[src/hdl/tsi_pkg.sv]
// package: constants, table layout and defaults for the trigger sequence indexer
//------------------------------------------------------------
//------------------------------------------------------------
package tsi_pkg;
  localparam int NUM_ENTRIES = 10;
  localparam logic [7:0] ADDR_MODE = 8'h00;
  localparam logic [7:0] ADDR_SEL = 8'h04;
  localparam logic [7:0] ADDR_CMD = 8'h08;
  localparam logic [7:0] ADDR_STAT = 8'h0C;
  localparam logic [7:0] ADDR_FIELD = 8'h10;
  localparam int FLD_WIDTH = 0;
  localparam int FLD_HEIGHT = 1;
  localparam int FLD_OFFX = 2;
  localparam int FLD_OFFY = 3;
  localparam int FLD_GAIN = 4;
  localparam int FLD_GAINR = 5;
  localparam int FLD_GAINB = 6;
  localparam int FLD_EXPO = 7;
  localparam int FLD_BLACK = 8;
  localparam int FLD_BINH = 9;
  localparam int FLD_BINV = 10;
  localparam int FLD_LUT = 11;
  localparam int FLD_COUNT = 12;
  localparam int FLD_NEXT = 13;
  localparam int NUM_FIELDS = 14;
  localparam logic [1:0] MODE_NORMAL = 2'h0;
  localparam logic [1:0] MODE_SEQ = 2'h1;
  localparam logic [1:0] OVL_OFF = 2'h0;
  localparam logic [1:0] OVL_READOUT = 2'h1;
  localparam int CMD_RESET_BIT = 0;
  localparam int CMD_READ_BIT = 1;
  localparam int MODE_OVL_POS = 4;
  localparam logic [12:0] WIDTH_MIN = 13'h0008;
  localparam logic [12:0] WIDTH_MAX = 13'h1400;
  localparam logic [12:0] WIDTH_HBIN_MAX = 13'h0A00;
  localparam logic [11:0] HEIGHT_MIN = 12'h002;
  localparam logic [11:0] HEIGHT_MAX = 12'hF00;
  localparam logic [11:0] HEIGHT_VBIN_MAX = 12'h780;
  localparam logic [23:0] EXPO_DEF = 24'h02BF20;
  localparam logic [1:0] BIN_OFF = 2'h1;
  localparam logic [1:0] BIN_ON = 2'h2;
  localparam logic [15:0] COUNT_DEF = 16'h0001;
  localparam logic [3:0] NEXT_DEF = 4'h0;
endpackage : tsi_pkg

[src/hdl/tsi_entry_check.sv]
// module: range check of one written table field
`timescale 1ns/1ps
`default_nettype none
module tsi_entry_check
  import tsi_pkg::*;
(
  input wire logic [3:0] field, // field being written
  input wire logic [23:0] wdata, // raw value
  input wire logic [12:0] cur_width, // entry width now
  input wire logic [11:0] cur_height, // entry height now
  input wire logic [1:0] cur_binh, // entry h binning
  input wire logic [1:0] cur_binv, // entry v binning
  output logic accept // value legal for the field
);
  logic [12:0] xmax; // x extent for the binning
  logic [11:0] ymax; // y extent for the binning
  logic [12:0] xlim; // x offset limit
  logic [11:0] ylim; // y offset limit
  // legality per field
  always_comb begin
    xmax = (cur_binh == BIN_ON) ? WIDTH_HBIN_MAX : WIDTH_MAX;
    ymax = (cur_binv == BIN_ON) ? HEIGHT_VBIN_MAX : HEIGHT_MAX;
    // limits only mean something while the size fits the extent
    xlim = xmax - cur_width;
    ylim = ymax - cur_height;
    unique case (field)
      4'(FLD_WIDTH): accept = wdata[12:0] >= WIDTH_MIN && wdata[12:0] <= WIDTH_MAX
        && wdata[23:13] == 11'h000;
      4'(FLD_HEIGHT): accept = wdata[11:0] >= HEIGHT_MIN && wdata[11:0] <= HEIGHT_MAX
        && wdata[23:12] == 12'h000;
      4'(FLD_OFFX): accept = wdata[23:13] == 11'h000 && cur_width <= xmax
        && wdata[12:0] <= xlim;
      4'(FLD_OFFY): accept = wdata[23:12] == 12'h000 && cur_height <= ymax
        && wdata[11:0] <= ylim;
      4'(FLD_BINH), 4'(FLD_BINV): accept = wdata == {22'h000000, BIN_OFF}
        || wdata == {22'h000000, BIN_ON};
      4'(FLD_COUNT): accept = wdata[23:16] == 8'h00 && wdata[15:0] != 16'h0000;
      4'(FLD_NEXT): accept = wdata < 24'(NUM_ENTRIES);
      default: accept = field < 4'(NUM_FIELDS);
    endcase
  end
endmodule : tsi_entry_check
`default_nettype wire

[src/hdl/tsi_seq_indexer.sv]
// module: trigger sequence indexer top with table, sequencer and register port
`timescale 1ns/1ps
`default_nettype none
module tsi_seq_indexer
  import tsi_pkg::*;
#(
  parameter int ENTRIES = NUM_ENTRIES // table depth
)(
  input wire logic clk_sys, // system clock
  input wire logic srst, // synchronous reset, high
  input wire logic [7:0] addr, // register byte address
  input wire logic [31:0] wdata, // write data
  input wire logic wr, // write strobe
  input wire logic rd, // read strobe
  output logic [31:0] rdata, // read data, cycle after rd
  input wire logic trig, // trigger pulse from source
  input wire logic capture_done, // sensor finished exposure and readout
  output logic cap_start, // one-cycle capture start pulse
  output logic busy, // capture in progress
  output logic overlap_readout, // readout overlap actually enabled
  output logic [3:0] cap_index, // entry used by this capture
  output logic [12:0] cap_width, // roi width
  output logic [11:0] cap_height, // roi height
  output logic [12:0] cap_offx, // roi x offset
  output logic [11:0] cap_offy, // roi y offset
  output logic [15:0] cap_gain, // overall gain
  output logic [15:0] cap_gain_r, // red gain
  output logic [15:0] cap_gain_b, // blue gain
  output logic [23:0] cap_expo, // exposure time
  output logic [9:0] cap_black, // black level
  output logic [1:0] cap_binh, // horizontal binning
  output logic [1:0] cap_binv, // vertical binning
  output logic cap_lut // lut enable
);
  //------------------------------------------------------------
  // types and state
  //------------------------------------------------------------
  typedef enum logic [0:0] {ST_IDLE, ST_BUSY} tsi_state_e;
  typedef struct packed {
    logic [12:0] width; // roi width
    logic [11:0] height; // roi height
    logic [12:0] offx; // x offset
    logic [11:0] offy; // y offset
    logic [15:0] gain; // overall gain
    logic [15:0] gain_r; // red gain
    logic [15:0] gain_b; // blue gain
    logic [23:0] expo; // exposure time
    logic [9:0] black; // black level
    logic [1:0] binh; // h binning
    logic [1:0] binv; // v binning
    logic lut; // lut enable
    logic [15:0] count; // frame count
    logic [3:0] next; // next entry
  } tsi_entry_s;
  typedef struct packed {
    tsi_state_e st; // sequencer state
    logic [1:0] mode; // video send mode
    logic [1:0] ovl; // trigger overlap request
    logic [3:0] sel; // selected entry for access
    logic [3:0] ptr; // current entry pointer
    logic [15:0] rep; // repetitions done on ptr
    logic [3:0] last; // entry of latest trigger
    logic [31:0] rdata; // read data
    logic start; // capture start pulse
    logic [3:0] cidx; // captured entry
    tsi_entry_s cap; // captured parameters
    tsi_entry_s [ENTRIES-1:0] tab; // index table
  } tsi_state_s;

  tsi_state_s s_r; // registered state
  tsi_state_s s_nxt; // next state
  logic accept; // write value legal
  tsi_entry_s sel_e; // selected entry view

  //------------------------------------------------------------
  // helpers
  //------------------------------------------------------------
  // default entry contents
  function automatic tsi_entry_s tsi_default_entry();
    tsi_entry_s e;
    e = '0;
    e.width = WIDTH_MAX;
    e.height = HEIGHT_MAX;
    e.expo = EXPO_DEF;
    e.black = 10'h000;
    e.lut = 1'b0;
    e.binh = BIN_OFF;
    e.binv = BIN_OFF;
    e.count = COUNT_DEF;
    e.next = NEXT_DEF;
    return e;
  endfunction : tsi_default_entry

  // read one field of an entry
  function automatic logic [31:0] tsi_field_rd(tsi_entry_s e, logic [3:0] f);
    logic [31:0] v;
    v = 32'h00000000;
    unique case (f)
      4'(FLD_WIDTH): v = {19'h00000, e.width};
      4'(FLD_HEIGHT): v = {20'h00000, e.height};
      4'(FLD_OFFX): v = {19'h00000, e.offx};
      4'(FLD_OFFY): v = {20'h00000, e.offy};
      4'(FLD_GAIN): v = {16'h0000, e.gain};
      4'(FLD_GAINR): v = {16'h0000, e.gain_r};
      4'(FLD_GAINB): v = {16'h0000, e.gain_b};
      4'(FLD_EXPO): v = {8'h00, e.expo};
      4'(FLD_BLACK): v = {22'h000000, e.black};
      4'(FLD_BINH): v = {30'h00000000, e.binh};
      4'(FLD_BINV): v = {30'h00000000, e.binv};
      4'(FLD_LUT): v = {31'h00000000, e.lut};
      4'(FLD_COUNT): v = {16'h0000, e.count};
      4'(FLD_NEXT): v = {28'h0000000, e.next};
      default: v = 32'h00000000;
    endcase
    return v;
  endfunction : tsi_field_rd

  // entry selected for register access and the field an address names
  assign sel_e = s_r.tab[s_r.sel];
  wire [3:0] fidx = 4'(addr[7:2] - 6'(ADDR_FIELD >> 2)); // field of access
  wire is_field = addr >= ADDR_FIELD && addr[1:0] == 2'h0
    && (addr[7:2] - 6'(ADDR_FIELD >> 2)) < 6'(NUM_FIELDS); // field window

  // range check of a written value against the selected entry
  tsi_entry_check u_check (
    .field(fidx),
    .wdata(wdata[23:0]),
    .cur_width(sel_e.width),
    .cur_height(sel_e.height),
    .cur_binh(sel_e.binh),
    .cur_binv(sel_e.binv),
    .accept(accept)
  );

  //------------------------------------------------------------
  // next-state logic
  //------------------------------------------------------------
  // register port, table and sequencer
  always_comb begin
    tsi_entry_s e;
    logic wok;
    e = '0;
    wok = 1'b0;
    s_nxt = s_r;
    s_nxt.start = 1'b0;
    s_nxt.rdata = 32'h00000000;
    // register reads, answered in the next cycle only
    if (rd) begin
      if (addr == ADDR_MODE) begin
        // mode and overlap request as software wrote them
        s_nxt.rdata = {26'h0000000, s_r.ovl, 2'h0, s_r.mode};
      end else if (addr == ADDR_SEL) begin
        // entry open for field access
        s_nxt.rdata = {28'h0000000, s_r.sel};
      end else if (addr == ADDR_STAT) begin
        // status: repetitions, pointer, latest entry, busy
        s_nxt.rdata = {7'h00, s_r.rep, s_r.ptr, s_r.last, (s_r.st == ST_BUSY)};
      end else if (is_field) begin
        // one field of the selected entry
        s_nxt.rdata = tsi_field_rd(sel_e, fidx);
      end
      // anything else reads as zero
    end
    // register writes
    if (wr) begin
      if (addr == ADDR_MODE) begin
        // mode and overlap request are stored as written
        s_nxt.mode = wdata[1:0];
        s_nxt.ovl = wdata[MODE_OVL_POS+1:MODE_OVL_POS];
        // entering sequence mode starts over at entry zero
        if (wdata[1:0] == MODE_SEQ && s_r.mode != MODE_SEQ) begin
          s_nxt.ptr = 4'h0;
          s_nxt.rep = 16'h0000;
          s_nxt.last = 4'h0;
        end
      end else if (addr == ADDR_SEL) begin
        // a selection past the table is dropped
        if (wdata[31:0] < 32'(ENTRIES)) begin
          s_nxt.sel = wdata[3:0];
        end
      end else if (addr == ADDR_CMD) begin
        // reset command: pointer and repetitions back to the start
        if (wdata[CMD_RESET_BIT]) begin
          s_nxt.ptr = 4'h0;
          s_nxt.rep = 16'h0000;
        end
        // index read: report the latest entry once, then forget it
        if (wdata[CMD_READ_BIT]) begin
          s_nxt.rdata = {28'h0000000, s_r.last};
          s_nxt.last = 4'h0;
        end
      end else if (is_field) begin
        // merge the new field into a copy of the entry
        e = sel_e;
        // an illegal value leaves the entry untouched
        wok = accept && wdata[31:24] == 8'h00;
        unique case (fidx)
          4'(FLD_WIDTH): e.width = wdata[12:0];
          4'(FLD_HEIGHT): e.height = wdata[11:0];
          4'(FLD_OFFX): e.offx = wdata[12:0];
          4'(FLD_OFFY): e.offy = wdata[11:0];
          4'(FLD_GAIN): e.gain = wdata[15:0];
          4'(FLD_GAINR): e.gain_r = wdata[15:0];
          4'(FLD_GAINB): e.gain_b = wdata[15:0];
          4'(FLD_EXPO): e.expo = wdata[23:0];
          4'(FLD_BLACK): e.black = wdata[9:0];
          4'(FLD_BINH): e.binh = wdata[1:0];
          4'(FLD_BINV): e.binv = wdata[1:0];
          4'(FLD_LUT): e.lut = wdata[0];
          4'(FLD_COUNT): e.count = wdata[15:0];
          4'(FLD_NEXT): e.next = wdata[3:0];
          default: e = sel_e;
        endcase
        if (wok) begin
          s_nxt.tab[s_r.sel] = e;
        end
      end
    end
    // sequencer
    unique case (s_r.st)
      ST_IDLE: begin
        // a trigger in sequence mode latches the current entry
        if (trig && s_r.mode == MODE_SEQ) begin
          s_nxt.st = ST_BUSY;
          s_nxt.start = 1'b1;
          s_nxt.cidx = s_r.ptr;
          s_nxt.cap = s_r.tab[s_r.ptr];
          s_nxt.last = s_r.ptr;
          if (s_r.rep + 16'h0001 >= s_r.tab[s_r.ptr].count) begin
            // last repetition: follow the next-entry field
            s_nxt.ptr = s_r.tab[s_r.ptr].next;
            s_nxt.rep = 16'h0000;
          end else begin
            // more repetitions of this entry to come
            s_nxt.rep = s_r.rep + 16'h0001;
          end
        end
      end
      ST_BUSY: begin
        // triggers are dropped here, pointer untouched
        // leaving sequence mode also frees the sequencer
        if (capture_done || s_r.mode != MODE_SEQ) begin
          s_nxt.st = ST_IDLE;
        end
      end
    endcase
  end

  // state register
  always_ff @(posedge clk_sys) begin
    if (srst) begin
      // every entry back to its defaults, sequencer idle
      s_r <= '0;
      s_r.st <= ST_IDLE;
      s_r.mode <= MODE_NORMAL;
      s_r.ovl <= OVL_OFF;
      for (int i = 0; i < ENTRIES; i++) begin
        s_r.tab[i] <= tsi_default_entry();
      end
      s_r.cap <= tsi_default_entry();
    end else begin
      // otherwise take the next state as a whole
      s_r <= s_nxt;
    end
  end

  //------------------------------------------------------------
  // outputs
  //------------------------------------------------------------
  // the command read value wins over a read strobe in the same cycle
  assign rdata = s_r.rdata;
  assign cap_start = s_r.start;
  assign busy = (s_r.st == ST_BUSY);
  logic ovl_r; // overlap output register
  // overlap grant, taken from the next state so it lines up with mode
  always_ff @(posedge clk_sys) begin
    if (srst) begin
      ovl_r <= 1'b0;
    end else begin
      ovl_r <= s_nxt.ovl == OVL_READOUT && s_nxt.mode != MODE_SEQ;
    end
  end
  assign overlap_readout = ovl_r;
  // capture parameters hold until the next start
  assign cap_index = s_r.cidx;
  assign cap_width = s_r.cap.width;
  assign cap_height = s_r.cap.height;
  assign cap_offx = s_r.cap.offx;
  assign cap_offy = s_r.cap.offy;
  assign cap_gain = s_r.cap.gain;
  assign cap_gain_r = s_r.cap.gain_r;
  assign cap_gain_b = s_r.cap.gain_b;
  assign cap_expo = s_r.cap.expo;
  assign cap_black = s_r.cap.black;
  assign cap_binh = s_r.cap.binh;
  assign cap_binv = s_r.cap.binv;
  assign cap_lut = s_r.cap.lut;

  //------------------------------------------------------------
  // checks
  //------------------------------------------------------------
  chk_idle_no_start: assert property (@(posedge clk_sys) disable iff (srst)
    s_r.mode != MODE_SEQ |=> !cap_start)
    else $error("capture started outside sequence mode");
  chk_busy_ignore: assert property (@(posedge clk_sys) disable iff (srst)
    (busy && trig && !capture_done && !wr) |=> ($stable(s_r.ptr) && !cap_start))
    else $error("trigger during capture changed state");
  chk_start_busy: assert property (@(posedge clk_sys) disable iff (srst)
    cap_start |-> busy && !$past(busy))
    else $error("capture start without entering busy");
  chk_no_overlap: assert property (@(posedge clk_sys) disable iff (srst)
    s_r.mode == MODE_SEQ |-> !overlap_readout)
    else $error("readout overlap active in sequence mode");
  chk_idx_legal: assert property (@(posedge clk_sys) disable iff (srst)
    s_r.sel < 4'(ENTRIES) && cap_index < 4'(ENTRIES))
    else $error("entry index out of range");
  chk_reset_cmd: assert property (@(posedge clk_sys) disable iff (srst)
    (wr && addr == ADDR_CMD && wdata[CMD_RESET_BIT] && !(busy == 1'b0 && trig
      && s_r.mode == MODE_SEQ)) |=> (s_r.ptr == 4'h0 && s_r.rep == 16'h0000))
    else $error("reset command did not clear pointer");
  chk_read_cmd: assert property (@(posedge clk_sys) disable iff (srst)
    (wr && addr == ADDR_CMD && wdata[CMD_READ_BIT] && !rd) |=>
      rdata == {28'h0000000, $past(s_r.last)})
    else $error("index read returned wrong entry");
  chk_width_range: assert property (@(posedge clk_sys) disable iff (srst)
    cap_start |-> cap_width >= WIDTH_MIN && cap_width <= WIDTH_MAX)
    else $error("capture width outside range");
  chk_cap_params: assert property (@(posedge clk_sys) disable iff (srst)
    cap_start |-> cap_expo == $past(s_r.tab[s_r.ptr].expo))
    else $error("capture exposure not taken from entry");
  // sequencer start and hold
  chk_seq_entry: assert property (@(posedge clk_sys) disable iff (srst)
    (wr && addr == ADDR_MODE && wdata[1:0] == MODE_SEQ && s_r.mode != MODE_SEQ)
      |=> (s_r.ptr == 4'h0 && s_r.rep == 16'h0000 && s_r.last == 4'h0))
    else $error("sequence mode did not restart at entry zero");
  chk_start_ptr: assert property (@(posedge clk_sys) disable iff (srst)
    cap_start |-> cap_index == $past(s_r.ptr))
    else $error("capture entry differs from pointer");
  chk_busy_hold: assert property (@(posedge clk_sys) disable iff (srst)
    (busy && !capture_done && s_r.mode == MODE_SEQ) |=> busy)
    else $error("busy dropped before capture end");
  // read data only in the cycle after a read
  chk_rdata_idle: assert property (@(posedge clk_sys) disable iff (srst)
    (!rd && !(wr && addr == ADDR_CMD && wdata[CMD_READ_BIT])) |=> rdata == 32'h00000000)
    else $error("read data not cleared between reads");
endmodule : tsi_seq_indexer
`default_nettype wire

[config.mk]
export PLATFORM = sky130hd
export DESIGN_NAME = tsi_seq_indexer
export DESIGN_NICKNAME = d
export VERILOG_FILES = /design/src/hdl/tsi_pkg.sv /design/src/hdl/tsi_entry_check.sv /design/src/hdl/tsi_seq_indexer.sv
export SDC_FILE = /design/constraint.sdc
export NUM_CORES = 2
export LEC_CHECK = 0
export BUFFER_PORTS_ARGS = -buffer_cell sky130_fd_sc_hd__clkbuf_2
export CAP_MARGIN = 0
export CORE_AREA = 4 4 449 673
export CTS_BUF_LIST = sky130_fd_sc_hd__clkbuf_2
export CTS_CLUSTER_DIAMETER = 40
export DETAILED_ROUTE_END_ITERATION = 12
export DIE_AREA = 0 0 453 677
export SLEW_MARGIN = 20
export SYNTH_ARGS = -nofsm -noshare
export SYNTH_HDL_FRONTEND = slang
export SYNTH_HIERARCHICAL = 1
export SYNTH_SLANG_ARGS = --single-unit
[constraint.sdc]
create_clock -name clk_sys -period 4.5 [get_ports clk_sys]
set_clock_uncertainty 0.05 [all_clocks]
set_input_delay 0.225 -clock clk_sys [delete_from_list [all_inputs] [get_ports clk_sys]]
set_output_delay 0.225 -clock clk_sys [all_outputs]
set_load 0.02 [all_outputs]
### Word-level counts from Yosys, hierarchy flattened

Index checks and enable logic that the tools add are counted.
W data, S select, Z words.

| storage, ports and cells | value |
|---|---|
| flip-flop bits (word level) | 1798 |
| word-level logic and storage cells | 366 |

| operators by class | value |
|---|---|
| add/subtract/negate cells | 4 |
| magnitude comparators | 17 |
| equal/unequal tests | 25 |
| multiplexer cells | 120 |
| bitwise logic cells | 4 |
| reductions and logical operators | 31 |

Operators by type and width:

| cell | number |
|---|---|
| $bwmux W1570 | 1 |
| $bmux W157 S4 | 2 |
| $demux W157 S4 | 1 |
| $mux W157 | 3 |
| $mux W16 | 25 |
| $pmux W24 S14 | 1 |
| $mux W24 | 11 |
| $mux W13 | 13 |
| $mux W162 | 1 |
| $mux W12 | 13 |
| $mux W56 | 2 |
| $mux W25 | 3 |
| $mux W32 | 2 |
| $mux W64 | 1 |
| $mux W10 | 6 |
| $mux W4 | 11 |
| $mux W36 | 1 |
| $lt A32 B4 Y1 const B | 1 |
| $le A13 B13 Y1 | 2 |
| $eq A24 B1 Y1 const B | 1 |
| $eq A24 B2 Y1 const B | 1 |
| $eq A4 B4 Y1 const B | 6 |
| $le A12 B12 Y1 | 2 |
| $logic_not A8 Y1 | 3 |
| 40 further kinds | 88 |

### Longest topological paths before layout

| depth | value |
|---|---|
| word-level depth | 16 |
| gate-level depth with buffers | 30 |
| gate-level depth less buffers | 22 |

### Hierarchy

Netlist, hierarchy kept.

Modules (own cells, without submodules):

| module | instances | cells an instance | area each (µm²) |
|---|---|---|---|
| tsi_seq_indexer | 1 | 10092 | 89998.8 |
| tsi_entry_check | 1 | 196 | 1490.2 |

### Least setup slack after synthesis

Ideal clock, no wire load.

| timing | value |
|---|---|
| kind | reg-to-reg |
| start point | register s_r[1790] (netlist bit) |
| end point | register s_r[900] (netlist bit) |
| data arrival time | 4.837 ns |
| slack | -0.515 ns |
| stages on the path, launching flop included | 25 |
| cell sequence | dfxtp_1 -> buf_2 -> buf_2 -> buf_4 -> buf_2 -> mux2i_1 -> o21ai_0 -> o21ai_0 -> a21o_1 -> a21oi_1 -> xor2_1 -> ha_1 -> nand4_1 -> a21oi_1 -> a2111oi_0 -> o221ai_1 -> o211ai_2 -> inv_1 -> a211oi_1 -> buf_2 -> nand4_1 -> buf_2 -> clkbuf_1 -> a21oi_1 -> nor2_1 |

RTL lines:

| element | line | RTL |
|---|---|---|
| start, declared | tsi_seq_indexer.sv:70 | `tsi_state_s s_r;` |
| start signal, assigned | tsi_seq_indexer.sv:263 | `s_r <= s_nxt;` |

==> out/qor.csv <==
metric;value;unit
drtAntennaViolNets;0;
grt_use_met2;0.376;
dpl_cell_area;101000;µm²
netlist_instances;10300;
cp.arrival;7160;ps
fillers;29500;
start_util;0.309;
netlist_area;91500;µm²
synth-seq-cells;1771;
detailed_place_hpwl;253000;µm
grt_pass1_vias;80500;
hold_class;in -> reg;
avgSynthCellArea;8.89;µm²
vias_per_cell;5.70;
power_per_cell_area;248;nW/µm²
finalWorstSetupSlack;-1140;ps
endpoint_kind;register;
r2r_cells;26;
clockBufferDepth;4;
grt_usage;0.247;
report.final.slew_viol_count;0;
ir_worst_vdd;201;µV
r2r-start;s_r[1788];
clk_latency;1930;ps
final_design_area_no_fill;113000;µm²
yosysTopAreaCell;dfxtp_1;
post-synth-top-area-fraction;0.388;
ys_seq_area_frac;0.388;
gp_congestion;1.01;
cts_sinks;1771;
crit_path_start;s_r[1788];
seqPwrFrac;0.557;
power.share.combinational;0.037;
grt_max_degree;211;
switchingPower;7950;µW
ff2ff_setup_slack;-1140;ps
rsz0062_at_grt;true;
synthTopCellsByArea;dfxtp_1, mux4_2, nor2_1;
die_w;453;µm
final_nets;11100;
use_met1;0.293;
p_clk_frac;0.406;
post-route-drc-count;0;
grt_pass1_wl;566000;µm
yosys_warnings;6;
status;finished, violations left;
period_share;1.25;
cts_tree;built;
failed_checks;setup timing;
vias;87300;
synth.distinct_cells;91;
grt.overflow.total;0;
clkTransAtPathRegs;110;ps
p_leak;0.0397;µW
antenna_found_initial;48;
die_h;677;µm
root_buffer;clkbuf_2;
finalHoldViolations;0;
drt_iter0_markers;10100;
synth_common_cells;nor2_1, dfxtp_1, a21oi_1;
cap_violations;0;
setup_viol;1572;
final_core_util;0.383;
grtUsageMet3;0.0601;
core.rowCount;245;
sw_frac_of_total;0.283;
synthFlopType;dfxtp_1;
first_pass_iters;8;
post_drt_wl_per_cell;27.0;µm
pin_count;222;
crit_path_end;s_r[811];
tightest_slew;1280;ps
dieArea;307000;µm²
place_ws;-1180;ps
fin_tns_setup;-1393680;ps
io_buffers;214;
max_freq;177;MHz
synth.most_common_cell;nor2_1;
busiest_layer;met2;
area_delta_synth_final;24.0;%
core;296000;µm²
drt_wl_total;413000;µm
cp_max_fo;11;
cts_made_buffers;427;
cp.required;6020;ps
worstReg2RegEnd;s_r[811];
async_flop_share;0;
cts_max_level;5;
relSlewSlack;0.147;
path_class;reg -> reg;
intPower;20200;µW
drive_gt1_frac;0.311;
synth_edf_count;0;
critPathLaunchType;register;
fin_crit;5640;ps
-- metal layers --
| metal | routed length, µm | vias up |
|---|---|---|
| met1 | 152000 | 42600 |
| li1 | - | 38200 |
| met5 | 279 | - |
| met2 | 180000 | 4928 |
| met4 | 42600 | 34 |
| met3 | 38600 | 1569 |
-- state kept, by name, summed over array words and instances, names as in the netlist, 4 cells and up --
signal      flops
cap_width      13
cap_black      10
cap_gain_b     16
cap_offy       12
s_r          1602
cap_offx       13
cap_expo       24
cap_index       4
rdata          25
cap_gain       16
cap_height     12
cap_gain_r     16
-- critical path, cell delays in order, from the launching register on --
cell and delay (ps):
dfxtp_4 400, buf_12 190, buf_12 140, buf_12 110, mux4_2 500, a211o_1 390
nor3_2 230, nand3_2 170, nor3_4 240, a21oi_2 100, xor2_1 150, ha_1 320
a21o_1 170, a21o_1 200, a21oi_2 130, a21oi_2 80, o211ai_2 150, inv_2 60
a211oi_4 300, buf_6 190, buf_6 100, nand4_1 140, buf_6 270, clkbuf_16 240
buf_16 190, a21oi_2 130, nor2_1 40
-- cell type report --
type	instances	area, µm²	share of cell area
clock buffer	620	3100	0.0274
multi-input combinational	7381	53600	0.473
tap	3952	4940	0.0436
sequential	1771	35500	0.313
timing repair buffer	1420	15300	0.135
clock inverter	114	787	0.00694
antenna	27	67.6	0.000596
inverter	27	109	0.000960
-- metrics by stage --
step           hold WS (ps)  std cells  power, µW
3_5_place_dp            393      14200      16900
4_1_cts                9.76      15200      28300
6_report                193      15300      28100
2_1_floorplan           292      10300      16500
5_1_grt                 111      15300      29000
3_3_place_gp            392      14200      16900
-- cells in the final DEF (no fill, tap or decap), types with 18 or more instances in the layout --
cell,Yosys,routed
mux2i_4,17,21
buf_8,0,22
xnor2_1,20,19
mux2i_2,70,80
o21ai_1,17,26
buf_4,208,719
nand4_1,20,20
ha_1,53,50
a21oi_4,0,19
xor2_1,19,19
nor2_4,0,83
a21oi_1,1458,1086
buf_12,0,150
dlygate4sd3_1,0,125
dfxtp_1,1771,1763
nand2_2,1,20
nor2_1,2990,2717
o211ai_1,241,241
o22ai_1,92,84
clkinv_1,1,78
mux4_2,597,597
clkbuf_2,1,833
inv_1,26,21
a22oi_1,109,102
buf_6,31,51
diode_2,0,27
o221ai_1,156,155
nand3_1,38,30
mux2i_1,544,530
clkbuf_16,0,64
a21oi_2,0,353
o21ai_2,61,69
nor2_2,0,190
mux2_2,30,30
nor3_1,50,46
o21ai_0,205,186
o22a_1,18,18
nand2_1,319,296
buf_16,0,71
-- power by group through the flow --
stage / logic (µW) / registers (µW) / clock network, µW
2_1_floorplan: 472 / 16000 / 0
5_1_grt: 1050 / 15700 / 12300
6_report: 1040 / 15700 / 11400
3_5_place_dp: 858 / 16000 / 0
4_1_cts: 983 / 15700 / 11600
3_3_place_gp: 864 / 16000 / 0
-- cell families (layout without fill, tap and decap cells) --
| logic type | after synthesis | count (layout) | share of synthesized area |
|---|---|---|---|
| xor+xnor | 39 | 39 | 0.00373 |
| simple gates | 3532 | 3532 | 0.152 |
| fa+ha+maj | 53 | 53 | 0.00725 |
| flops | 1771 | 1771 | 0.388 |
| other cells | 1 | 34 | 0.0000410 |
| mux | 1259 | 1259 | 0.225 |
| buf+inv | 1142 | 2181 | 0.0623 |
| compound gates | 2491 | 2491 | 0.163 |
-- worst min-delay path by stage --
stage | slack [ps] | cells past startpoint | end | from
floorplan | 290 | 1 | busy | capture_done
global placement | 390 | 2 | busy | capture_done
detailed placement | 390 | 2 | busy | capture_done
CTS | 10 | 7 | s_r[1362] | wdata[15]
global route | 110 | 7 | s_r[537] | wdata[7]
finish | 190 | 7 | s_r[853] | wdata[9]
-- what timing repair did --
action / in CTS / in global routing
hold buffers: 134 / 0
setup endpoints to repair: 1571 / 1585
gates cloned: 43 / 70
buffers inserted: 72 / 56
endpoints found under the hold margin: 1771 / 0
resized for setup: 248 / 533
pin swaps: 35 / 162
Note: power is estimated with default switching activity, not from simulation.
